<file path="config.mk">
export PLATFORM = sky130hd
export DESIGN_NAME = sram_host
export DESIGN_NICKNAME = d
export VERILOG_FILES = /design/src/sram_pkg.sv /design/src/pin_sync.sv /design/src/sram_host.sv
export SDC_FILE = /design/constraint.sdc
export NUM_CORES = 1
export LEC_CHECK = 0
export BUFFER_PORTS_ARGS = -buffer_cell sky130_fd_sc_hd__clkbuf_2
export CORE_ASPECT_RATIO = 1.25
export CORE_MARGIN = 2
export CORE_UTILIZATION = 40
export DETAILED_ROUTE_END_ITERATION = 6
export RECOVER_POWER = 25
export SLEW_MARGIN = 5
export SYNTH_ARGS = -nofsm -noshare
export SYNTH_HDL_FRONTEND = slang
export SYNTH_HIERARCHICAL = 1
export SYNTH_SLANG_ARGS = --single-unit
</file>
<file path="constraint.sdc">
create_clock -name sys_clk_in -period 3.77 [get_ports sys_clk_in]
set_clock_uncertainty 0.15 [all_clocks]
set_input_delay 0.754 -clock sys_clk_in [delete_from_list [all_inputs] [get_ports sys_clk_in]]
set_output_delay 0.754 -clock sys_clk_in [all_outputs]
set_load 0.03 [all_outputs]
</file>
<file path="src/sram_pkg.sv">
// package: timing constants and state encoding for the async sram host controller
// assumes: 100 mhz system clock; timing figures are for the slowest supported speed grade
package sram_pkg;

  localparam int CLK_PERIOD_NS = 10;

  // memory timing in ns (slowest grade, safe for all)
  localparam int READ_CYCLE_NS      = 15;  // read cycle / address access
  localparam int WRITE_PULSE_NS     = 10;  // plain minimum write pulse
  localparam int WRITE_TO_HIGHZ_NS  = 5;   // strobe low to outputs released
  localparam int DATA_SETUP_NS      = 7;   // data_setup_to_write_end
  localparam int SELECT_TO_END_NS   = 10;  // select to end of write
  localparam int OUT_DISABLE_NS     = 5;   // output gate high to outputs released

  // least times round up to whole cycles, never below one
  function automatic int cyc_up(input int ns);
    int c;
    c = (ns + CLK_PERIOD_NS - 1) / CLK_PERIOD_NS;
    return (c < 1) ? 1 : c;
  endfunction

  localparam int READ_CYC          = cyc_up(READ_CYCLE_NS);
  localparam int WPULSE_PLAIN_CYC  = cyc_up(WRITE_PULSE_NS);
  localparam int WPULSE_GATED_CYC  = cyc_up(WRITE_TO_HIGHZ_NS + DATA_SETUP_NS);
  localparam int DSETUP_CYC        = cyc_up(DATA_SETUP_NS);
  localparam int SELECT_END_CYC    = cyc_up(SELECT_TO_END_NS);
  localparam int RELEASE_CYC       = cyc_up(OUT_DISABLE_NS);

  localparam logic [3:0] CNT_RESET = 4'h0;

  // gray-coded states along idle -> setup -> strobe -> finish
  typedef enum logic [2:0] {
    ST_IDLE   = 3'b000,
    ST_SETUP  = 3'b001,
    ST_STROBE = 3'b011,
    ST_FINISH = 3'b010,
    ST_READ   = 3'b110
  } host_state_e;

endpackage

</file>
<file path="src/pin_sync.sv">
// two-flop synchroniser for a bus of pin inputs
// assumes: inputs are asynchronous to sys_clk_in
module pin_sync #(
  parameter int WIDTH = 8
) (
  input  wire logic             sys_clk_in,
  input  wire logic             srst_in,
  input  wire logic [WIDTH-1:0] async_in,
  output logic      [WIDTH-1:0] sync_out
);

  logic [WIDTH-1:0] meta_reg;
  logic [WIDTH-1:0] meta_next;
  logic [WIDTH-1:0] sync_reg;
  logic [WIDTH-1:0] sync_next;

  // first stage feeds only the second stage
  always_comb begin
    meta_next = async_in;
    sync_next = meta_reg;
  end

  always_ff @(posedge sys_clk_in) begin
    if (srst_in) begin
      meta_reg <= '0;
      sync_reg <= '0;
    end else begin
      meta_reg <= meta_next;
      sync_reg <= sync_next;
    end
  end

  assign sync_out = sync_reg;

endmodule

</file>
<file path="src/sram_host.sv">
// host controller driving an asynchronous byte-wide static ram over its pins
// assumes: one request at a time on the user side; ram data pins join via the bench
// ----------------------------------------------------------------------------

//
// Operation
// RULE_01 - write strobe high throughout every read
// RULE_02 - address valid before chip select falls
// RULE_03 - ram writes only during select-strobe overlap
// RULE_04 - gated write: strobe covers release plus setup
// RULE_05 - gate high: plain minimum strobe width
// RULE_06 - never drive data while ram drives
// RULE_07 - late select keeps ram outputs off
// RULE_08 - select held through select-to-end time
// RULE_09 - ram drives only on select, gate, no strobe
// RULE_10 - selected ram outputs follow address
module sram_host #(
  parameter int ADDR_W = 17,
  parameter int DATA_W = 8
) (
  input  wire logic              sys_clk_in,
  input  wire logic              srst_in,
  input  wire logic              req_valid_in,
  input  wire logic              req_write_in,
  input  wire logic              req_gate_low_in,
  input  wire logic [ADDR_W-1:0] req_addr_in,
  input  wire logic [DATA_W-1:0] req_wdata_in,
  output logic                   req_ready_out,
  output logic                   rsp_valid_out,
  output logic      [DATA_W-1:0] rsp_rdata_out,
  output logic      [ADDR_W-1:0] mem_addr_out,
  output logic                   chip_select_n_out,
  output logic                   output_gate_n_out,
  output logic                   write_strobe_n_out,
  input  wire logic [DATA_W-1:0] mem_data_in,
  output logic      [DATA_W-1:0] mem_data_out,
  output logic                   mem_data_oe_n_out
);

  // ----------------------------------------------------------------------------
  // state
  // ----------------------------------------------------------------------------
  sram_pkg::host_state_e state_reg, state_next;
  logic [3:0]        cnt_reg, cnt_next;
  logic              wr_reg, wr_next;
  logic              gate_reg, gate_next;
  logic              ready_reg, ready_next;
  logic              rvalid_reg, rvalid_next;
  logic [DATA_W-1:0] rdata_reg, rdata_next;
  logic [ADDR_W-1:0] addr_reg, addr_next;
  logic [DATA_W-1:0] wdata_reg, wdata_next;
  logic              cs_n_reg, cs_n_next;
  logic              oe_n_reg, oe_n_next;
  logic              we_n_reg, we_n_next;
  logic              doe_n_reg, doe_n_next;
  logic [DATA_W-1:0] data_sync;

  // read data comes from the pins, so it is synchronised before capture
  pin_sync #(.WIDTH(DATA_W)) u_data_sync (
    .sys_clk_in (sys_clk_in),
    .srst_in    (srst_in),
    .async_in   (mem_data_in),
    .sync_out   (data_sync)
  );

  localparam logic [3:0] READ_WAIT = 4'(sram_pkg::READ_CYC + 2); // plus synchroniser

  // ----------------------------------------------------------------------------
  // sequencer
  // ----------------------------------------------------------------------------
  // strobe width depends on whether the gate stays low during the write
  function automatic logic [3:0] strobe_len(input logic gate_low);
    int n;
    n = gate_low ? sram_pkg::WPULSE_GATED_CYC : sram_pkg::WPULSE_PLAIN_CYC; // [RULE_04] [RULE_05]
    if (n < sram_pkg::SELECT_END_CYC) n = sram_pkg::SELECT_END_CYC;        // [RULE_08]
    return 4'(n);
  endfunction

  always_comb begin
    state_next  = state_reg;
    cnt_next    = cnt_reg;
    wr_next     = wr_reg;
    gate_next   = gate_reg;
    ready_next  = ready_reg;
    rvalid_next = 1'b0;
    rdata_next  = rdata_reg;
    addr_next   = addr_reg;
    wdata_next  = wdata_reg;
    cs_n_next   = cs_n_reg;
    oe_n_next   = oe_n_reg;
    we_n_next   = we_n_reg;
    doe_n_next  = doe_n_reg;
    case (state_reg)
      sram_pkg::ST_IDLE: begin
        ready_next = 1'b1;
        if (req_valid_in && ready_reg) begin
          ready_next = 1'b0;
          addr_next  = req_addr_in;                  // address leads select [RULE_02]
          wdata_next = req_wdata_in;
          wr_next    = req_write_in;
          gate_next  = req_gate_low_in;
          cnt_next   = sram_pkg::CNT_RESET;
          state_next = sram_pkg::ST_SETUP;
        end
      end
      sram_pkg::ST_SETUP: begin
        // select falls one cycle after the address settles [RULE_02]
        cs_n_next = 1'b0;
        cnt_next  = sram_pkg::CNT_RESET;
        if (wr_reg) begin
          oe_n_next  = ~gate_reg;
          we_n_next  = 1'b0;                         // strobe falls with select [RULE_07]
          doe_n_next = ~(~gate_reg);                 // gate high: drive at once [RULE_06]
          state_next = sram_pkg::ST_STROBE;
        end else begin
          oe_n_next  = 1'b0;
          we_n_next  = 1'b1;                         // [RULE_01]
          doe_n_next = 1'b1;                         // ram owns the bus [RULE_09]
          state_next = sram_pkg::ST_READ;
        end
      end
      sram_pkg::ST_STROBE: begin
        cnt_next = cnt_reg + 4'h1;
        // gated write waits for ram release before driving [RULE_04] [RULE_06]
        if (gate_reg && cnt_reg == 4'(sram_pkg::RELEASE_CYC - 1)) begin
          doe_n_next = 1'b0;
        end
        if (cnt_reg == strobe_len(gate_reg) - 4'h1) begin
          we_n_next  = 1'b1;                         // write ends by strobe [RULE_03]
          cs_n_next  = 1'b1;
          oe_n_next  = 1'b1;
          state_next = sram_pkg::ST_FINISH;
        end
      end
      sram_pkg::ST_READ: begin
        cnt_next = cnt_reg + 4'h1;
        // data follows address and is sampled after access time [RULE_10]
        if (cnt_reg == READ_WAIT - 4'h1) begin
          rdata_next  = data_sync;
          rvalid_next = 1'b1;
          cs_n_next   = 1'b1;
          oe_n_next   = 1'b1;
          state_next  = sram_pkg::ST_FINISH;
        end
      end
      sram_pkg::ST_FINISH: begin
        // hold data one cycle past strobe rise, then release the bus
        doe_n_next = 1'b1;
        ready_next = 1'b1;
        state_next = sram_pkg::ST_IDLE;
      end
      default: begin
        state_next = sram_pkg::ST_IDLE;
      end
    endcase
  end

  always_ff @(posedge sys_clk_in) begin
    if (srst_in) begin
      state_reg  <= sram_pkg::ST_IDLE;
      cnt_reg    <= sram_pkg::CNT_RESET;
      wr_reg     <= 1'b0;
      gate_reg   <= 1'b0;
      ready_reg  <= 1'b0;
      rvalid_reg <= 1'b0;
      rdata_reg  <= '0;
      addr_reg   <= '0;
      wdata_reg  <= '0;
      cs_n_reg   <= 1'b1;
      oe_n_reg   <= 1'b1;
      we_n_reg   <= 1'b1;
      doe_n_reg  <= 1'b1;
    end else begin
      state_reg  <= state_next;
      cnt_reg    <= cnt_next;
      wr_reg     <= wr_next;
      gate_reg   <= gate_next;
      ready_reg  <= ready_next;
      rvalid_reg <= rvalid_next;
      rdata_reg  <= rdata_next;
      addr_reg   <= addr_next;
      wdata_reg  <= wdata_next;
      cs_n_reg   <= cs_n_next;
      oe_n_reg   <= oe_n_next;
      we_n_reg   <= we_n_next;
      doe_n_reg  <= doe_n_next;
    end
  end

  // outputs straight from flops
  assign req_ready_out      = ready_reg;
  assign rsp_valid_out      = rvalid_reg;
  assign rsp_rdata_out      = rdata_reg;
  assign mem_addr_out       = addr_reg;
  assign chip_select_n_out  = cs_n_reg;
  assign output_gate_n_out  = oe_n_reg;
  assign write_strobe_n_out = we_n_reg;
  assign mem_data_out       = wdata_reg;
  assign mem_data_oe_n_out  = doe_n_reg;

  // ----------------------------------------------------------------------------
  // assertions
  // ----------------------------------------------------------------------------
  a_read_no_strobe: assert property (@(posedge sys_clk_in) disable iff (srst_in) // [RULE_01]
    (state_reg == sram_pkg::ST_READ) |-> write_strobe_n_out)
    else $error("write strobe low during read");

  a_addr_stable: assert property (@(posedge sys_clk_in) disable iff (srst_in) // [RULE_02]
    (!chip_select_n_out && $past(!chip_select_n_out)) |-> $stable(mem_addr_out))
    else $error("address moved while selected");

  a_overlap_write: assert property (@(posedge sys_clk_in) disable iff (srst_in) // [RULE_03]
    $fell(write_strobe_n_out) |-> !chip_select_n_out)
    else $error("strobe fell without select");

  a_gated_width: assert property (@(posedge sys_clk_in) disable iff (srst_in) // [RULE_04]
    ($fell(write_strobe_n_out) && !output_gate_n_out)
      |-> !write_strobe_n_out[*2])
    else $error("gated write pulse too short");

  a_plain_width: assert property (@(posedge sys_clk_in) disable iff (srst_in) // [RULE_05]
    ($fell(write_strobe_n_out) && output_gate_n_out) |=> write_strobe_n_out)
    else $error("plain write pulse wrong length");

  a_no_contention: assert property (@(posedge sys_clk_in) disable iff (srst_in) // [RULE_06]
    !mem_data_oe_n_out |-> (output_gate_n_out || !write_strobe_n_out
                            && $past(!write_strobe_n_out)))
    else $error("host drives data while ram may drive");

  a_late_select: assert property (@(posedge sys_clk_in) disable iff (srst_in) // [RULE_07]
    $fell(chip_select_n_out) && state_reg == sram_pkg::ST_STROBE
      |-> !write_strobe_n_out)
    else $error("select fell before strobe on write");

  a_select_held: assert property (@(posedge sys_clk_in) disable iff (srst_in) // [RULE_08]
    $rose(write_strobe_n_out) |-> $past(!chip_select_n_out))
    else $error("select released before write end");

  a_read_gated: assert property (@(posedge sys_clk_in) disable iff (srst_in) // [RULE_09]
    (state_reg == sram_pkg::ST_READ) |-> mem_data_oe_n_out && !output_gate_n_out)
    else $error("read without gate or with host drive");

  a_read_answer: assert property (@(posedge sys_clk_in) disable iff (srst_in) // [RULE_10]
    $rose(rsp_valid_out) |-> $past(state_reg == sram_pkg::ST_READ))
    else $error("read answer out of sequence");

endmodule

</file>
## After elaboration in Yosys (flattened, before gate mapping)

Cells that the tools add are included.

- Input bits: 38
- Logic and storage cells: 71
- Flip-flop bits (word level): 64
- Output and inout port bits: 39

- Order comparisons: 1
- Bitwise logic cells: 2
- Mux-type cells: 23
- Add/sub/neg operators: 2
- Equal/unequal tests: 10
- Reductions and logical operators: 18

Operator list:

| operator | number |
|---|---|
| two-way mux 3 bit | 4 |
| one-hot mux 3 bit (4 select lines) | 1 |
| one-hot mux 4 bit (3 select lines) | 1 |
| AND reduction 2 bit | 5 |
| one-hot mux 1 bit (3 select lines) | 3 |
| nonzero test 3 bit | 3 |
| two-way mux 1 bit | 8 |
| two-way mux 4 bit | 2 |
| != test 2 bit, second input constant | 4 |
| equality test 3 x 2 -> 1 bit, second input constant | 2 |
| AND reduction 3 bit | 2 |
| adder 4 x 1 -> 4 bit, second input constant | 1 |
| equality test 4 x 2 -> 1 bit, second input constant | 1 |
| equality test 4 bit | 1 |
| zero test 4 bit | 1 |
| two-way mux 2 bit | 2 |
| one-hot mux 1 bit (2 select lines) | 2 |
| nonzero test 2 bit | 2 |
| OR reduction 2 bit | 2 |
| subtractor 4 x 1 -> 4 bit, second input constant | 1 |
| equality test 3 x 1 -> 1 bit, second input constant | 1 |
| equality test 3 bit, second input constant | 1 |
| zero test 3 bit | 1 |
| logical AND 1 bit | 2 |
| other kinds (2) | 3 |

## Longest topological paths before layout

- Word-level depth: 8
- Mapped depth: 6
- Depth with buffers taken out: 5

## Cells and area by module

Netlist, hierarchy kept.

Modules (own cells, without submodules):

| module | cells an instance | area an instance (µm²) | times used |
|---|---|---|---|
| sram_host | 247 | 2087.0 | 1 |
| pin_sync | 33 | 464.2 | 1 |

## Least setup slack after synthesis

OpenSTA, ideal clock, no wires.

- Path kind: input to register
- Start point: in req_valid_in
- End point: reg cnt_reg[3]
- Arrival: 1.508 ns
- Setup time: 0.060 ns
- Stages on the path: 3
- Path slack: 2.052 ns
- Required time: 3.560 ns
- Path buffers: 0
- Cell sequence: and4bb_2 > nor4_1 > a221o_1

- Longest elaborated chain between the ends: 3

RTL lines:

| what | line | RTL |
|---|---|---|
| start, declared | sram_host.sv:23 | `input wire logic req_valid_in,` |
| logical AND 1 bit | sram_host.sv:96 | `if (req_valid_in && ready_reg) begin` |
| != test 2 bit (no line) | -- |  |
| AND reduction 2 bit (no line) | -- |  |
| end signal, assigned | sram_host.sv:161 | `cnt_reg <= sram_pkg::CNT_RESET;` |
| end signal, assigned | sram_host.sv:175 | `cnt_reg <= cnt_next;` |
| end, declared | sram_host.sv:44 | `logic [3:0] cnt_reg, cnt_next;` |

No other way between the ends.
A chain may end at the register's enable or synchronous reset.

## Final worst setup path

- Start point: reg state_reg[0]
- End point: reg cnt_reg[3]

- Longest elaborated chain between the ends: 4
- Elaborated cells between the ends (all ways): 9

RTL lines:

| what | line | RTL |
|---|---|---|
| start, declared | sram_host.sv:43 | `sram_pkg::host_state_e state_reg, state_next;` |
| start signal, assigned | sram_host.sv:160 | `state_reg <= sram_pkg::ST_IDLE;` |
| start signal, assigned | sram_host.sv:174 | `state_reg <= state_next;` |
| equality test 3 bit / equality test 3 x 2 -> 1 bit (equally long branches) | sram_host.sv:93 | `case (state_reg)` |
| OR reduction 2 bit (no line) | -- |  |
| nonzero test 3 bit (no line) | -- |  |
| AND reduction 2 bit (no line) | -- |  |

Parallel ways exist; a longest one is shown, timed or not.

==> impl_results.md <==
- Status: completed
- Crit path DAT: 2.33 ns
- Clock power share: 32.9%
- CTS buffer count: 9
- Yosys warnings: 6
- Worst-margin pin slew: 0.901 ns
- Proportion of synthesized area in mux cells: 0%
- Remaining global-route overflow: 0
- Initial antenna violation count: 0
- Final Cycle Share: 58.6%
- Post-route DRC violation count: 0
- Core area: 6170 µm²
- Fmax: 452 MHz
- Crit path time final: 2.21 ns
- P_sw: 0.646 mW
- Final setup TNS: 0 ns
- Async SR Flop Fraction: 0%
- Buffers on Ports: 76
- CTS H-tree depth: 3
- Share of layout cells above drive strength 1: 26.4%
- Yosys reg bits: 64
- CTS root buf: clkbuf_8
- R2r setup slk: 1.56 ns
- Sequential Power Share: 42.6%
- Number of diodes: 0
- GRT Total Usage: 16.9%
- Worst Hold Class: flop to flop
- Logic pwr share: 24.5%
- Slew headroom: 39.6%
- Fill cell total of the finished layout: 627
- Layout area overhead: 22.0%
- Final setup vio count: 0
- Placed cell count: 418
- Synth top area cells: dfxtp_1 50%, a21oi_1 7.8%, o21ai_0 7.7%, nand3_1 7.3%, nor2b_2 2.4%
- DIE AREA: 7040 µm²
- Leakage: 1.20 nW
- Post-DRT Antenna Nets: 0
- Most used DFF post-synth: dfxtp_1
- Crit. End Element: flop
- Compound-Gate Fraction of Synth Area: 20.6%
- First-pass GRT wire length: 9090 µm
- Count of mapped cells out of synthesis: 280
- Resized Gates After CTS: 0
- Yosys top cell by area: dfxtp_1
- Pins over their slew limit: 0
- Die Y: 93.3 µm
- Worst Path Class, Setup: flop to flop
- CTS tree: built
- Synth Area in XOR/XNOR: 0.687%
- Post-Synth Adder-Cell Area: 0.981%
- Worst skew pair latency: 0.33 ns
- WP data required: 3.89 ns
- Post-synthesis cell area: 2550 µm²
- Via-to-Cell Ratio: 5.19
- Final HPWL DP: 3860 µm
- Power Density: 629 nW/µm²
- Synth top cells by count: 64 x dfxtp_1, 40 x a21oi_1, 39 x o21ai_0, 37 x nand3_1
- Register area: 1280 µm²
- Area share of the largest cell type after synthesis: 50.2%
- EDFF count, synth: 0
- Sw Ratio: 32.9%
- CTS sink cnt: 64
- DR WL/cell: 13.4 µm
- Hold Violations, Final: 0
- Max capacitance violation total: 0
- First-pass DRT Iterations: 5
- Sequential area share after synthesis: 50.2%
- Post-CTS Setup Repair Bufs: 0
- Distinct cell type count after synthesis: 41
- Startpoint types: flop
- Pin count of the biggest net entering global routing: 52
- Simple-Gate Fraction of Synth Area: 21.1%
- Mean Syn Cell Area: 9.11 µm²
- Hold_buf cts: 0
- Largest family of logic cells by synthesized area: simple AND/OR/NAND/NOR gates
- Int Power: 1.31 mW
- RSZ-0062 raised after global routing: false
- Crit path max fanout: 25
- Vias in the first global route: 2066
- Max clock buf depth: 2
- Clock slew at the register clock pins of the worst setup and hold paths: 0.06 ns
- Initial DRC count: 91
- Maximum VDD drop: 0.262 mV
- Max reg flops: 17
- Mapped Nets: 320
- Most common cell in the netlist: dfxtp_1
- Num rows: 32
- Placer Congestion: 0.804
- Non-Filler Instances: 433
- Initial Utilization: 41.4%
- Vias: 2249
- Final wirelength: 5820 µm
- Top Ports: 77
- Footprint of the multi-input gates: 1100 µm²
- # nets final: 384
- Die W: 75.4 µm
kinds of logic (layout without fill, tap and decap cells):
logic type	count (synthesis)	in the layout
AO/OA/AOI/OAI	95	95
AND/OR/NAND/NOR	85	85
flip-flops	64	64
buffers and inverters	32	100
adder cells (fa/ha/maj)	2	2
XOR/XNOR	2	2
critical path: stages, from the launching register on:
cell and delay, ns:
dfxtp_1 0.80, and3b_1 0.43, nor4_1 0.52, a221o_1 0.25
stage by stage:
stage	instance area, µm²	hold WS [ns]	power, mW	setup WS [ns]	utilization [%]
floorplan	2550	0.265	1.21	2.05	-
CTS	3140	0.291	1.98	1.52	50.9
global route	3110	0.306	2.07	1.25	50.5
global placement	2920	0.267	1.34	1.31	47.3
finish	3110	0.286	1.96	1.56	50.5
detailed placement	2920	0.275	1.34	1.32	47.3
path summary, 6_finish.rpt:
check                                                         from                                  to  depth (start not counted)
worst max-delay path                     state_reg[0]$_SDFFE_PP0P_             cnt_reg[3]$_SDFFE_PP0P_                          3
worst min-delay path            u_data_sync/meta_reg[3]$_SDFF_PP0_  u_data_sync/sync_out[3]$_SDFF_PP0_                          1
worst max register to register           state_reg[0]$_SDFFE_PP0P_             cnt_reg[3]$_SDFFE_PP0P_                          3
worst min register to register  u_data_sync/meta_reg[3]$_SDFF_PP0_  u_data_sync/sync_out[3]$_SDFF_PP0_                          1
final cells by class:
cell class	instances	area share, %
inverters	7	0.844
clock buffers	12	4.98
well taps	85	3.42
clock inverters	3	2.09
flip-flops and latches	64	41.2
multi-input cells	184	35.4
repair buffers	78	12.1
power by group through the flow:
stage,Clock (mW),Combinational [mW],Sequential [mW]
3_5_place_dp,0,0.488,0.848
4_1_cts,0.659,0.491,0.834
6_report,0.644,0.481,0.834
2_1_floorplan,0,0.302,0.909
3_3_place_gp,0,0.488,0.847
5_1_grt,0.688,0.531,0.849
layer usage:
layer | global-route usage (%) | vias up | routed length [µm]
met5 | 0 | - | 0
met4 | 9.80 | 0 | 135
met3 | 4.20 | 12 | 304
met2 | 27.0 | 72 | 2770
met1 | 20.1 | 1037 | 2610
li1 | - | 1128 | -
cell usage in the layout, fill, tap and decap left out, types with 4 or more instances in the layout:
cell      instances
nand3_1          37
dfxtp_1          64
nand2b_1          4
a211oi_1          4
inv_1             7
nor2_1            4
and2b_2           6
a21oi_1          40
nor2b_1           8
clkbuf_1         16
clkbuf_8         11
clkbuf_2         61
nor2b_2           5
o21ai_0          39
Power figures use the tool's default switching activity.
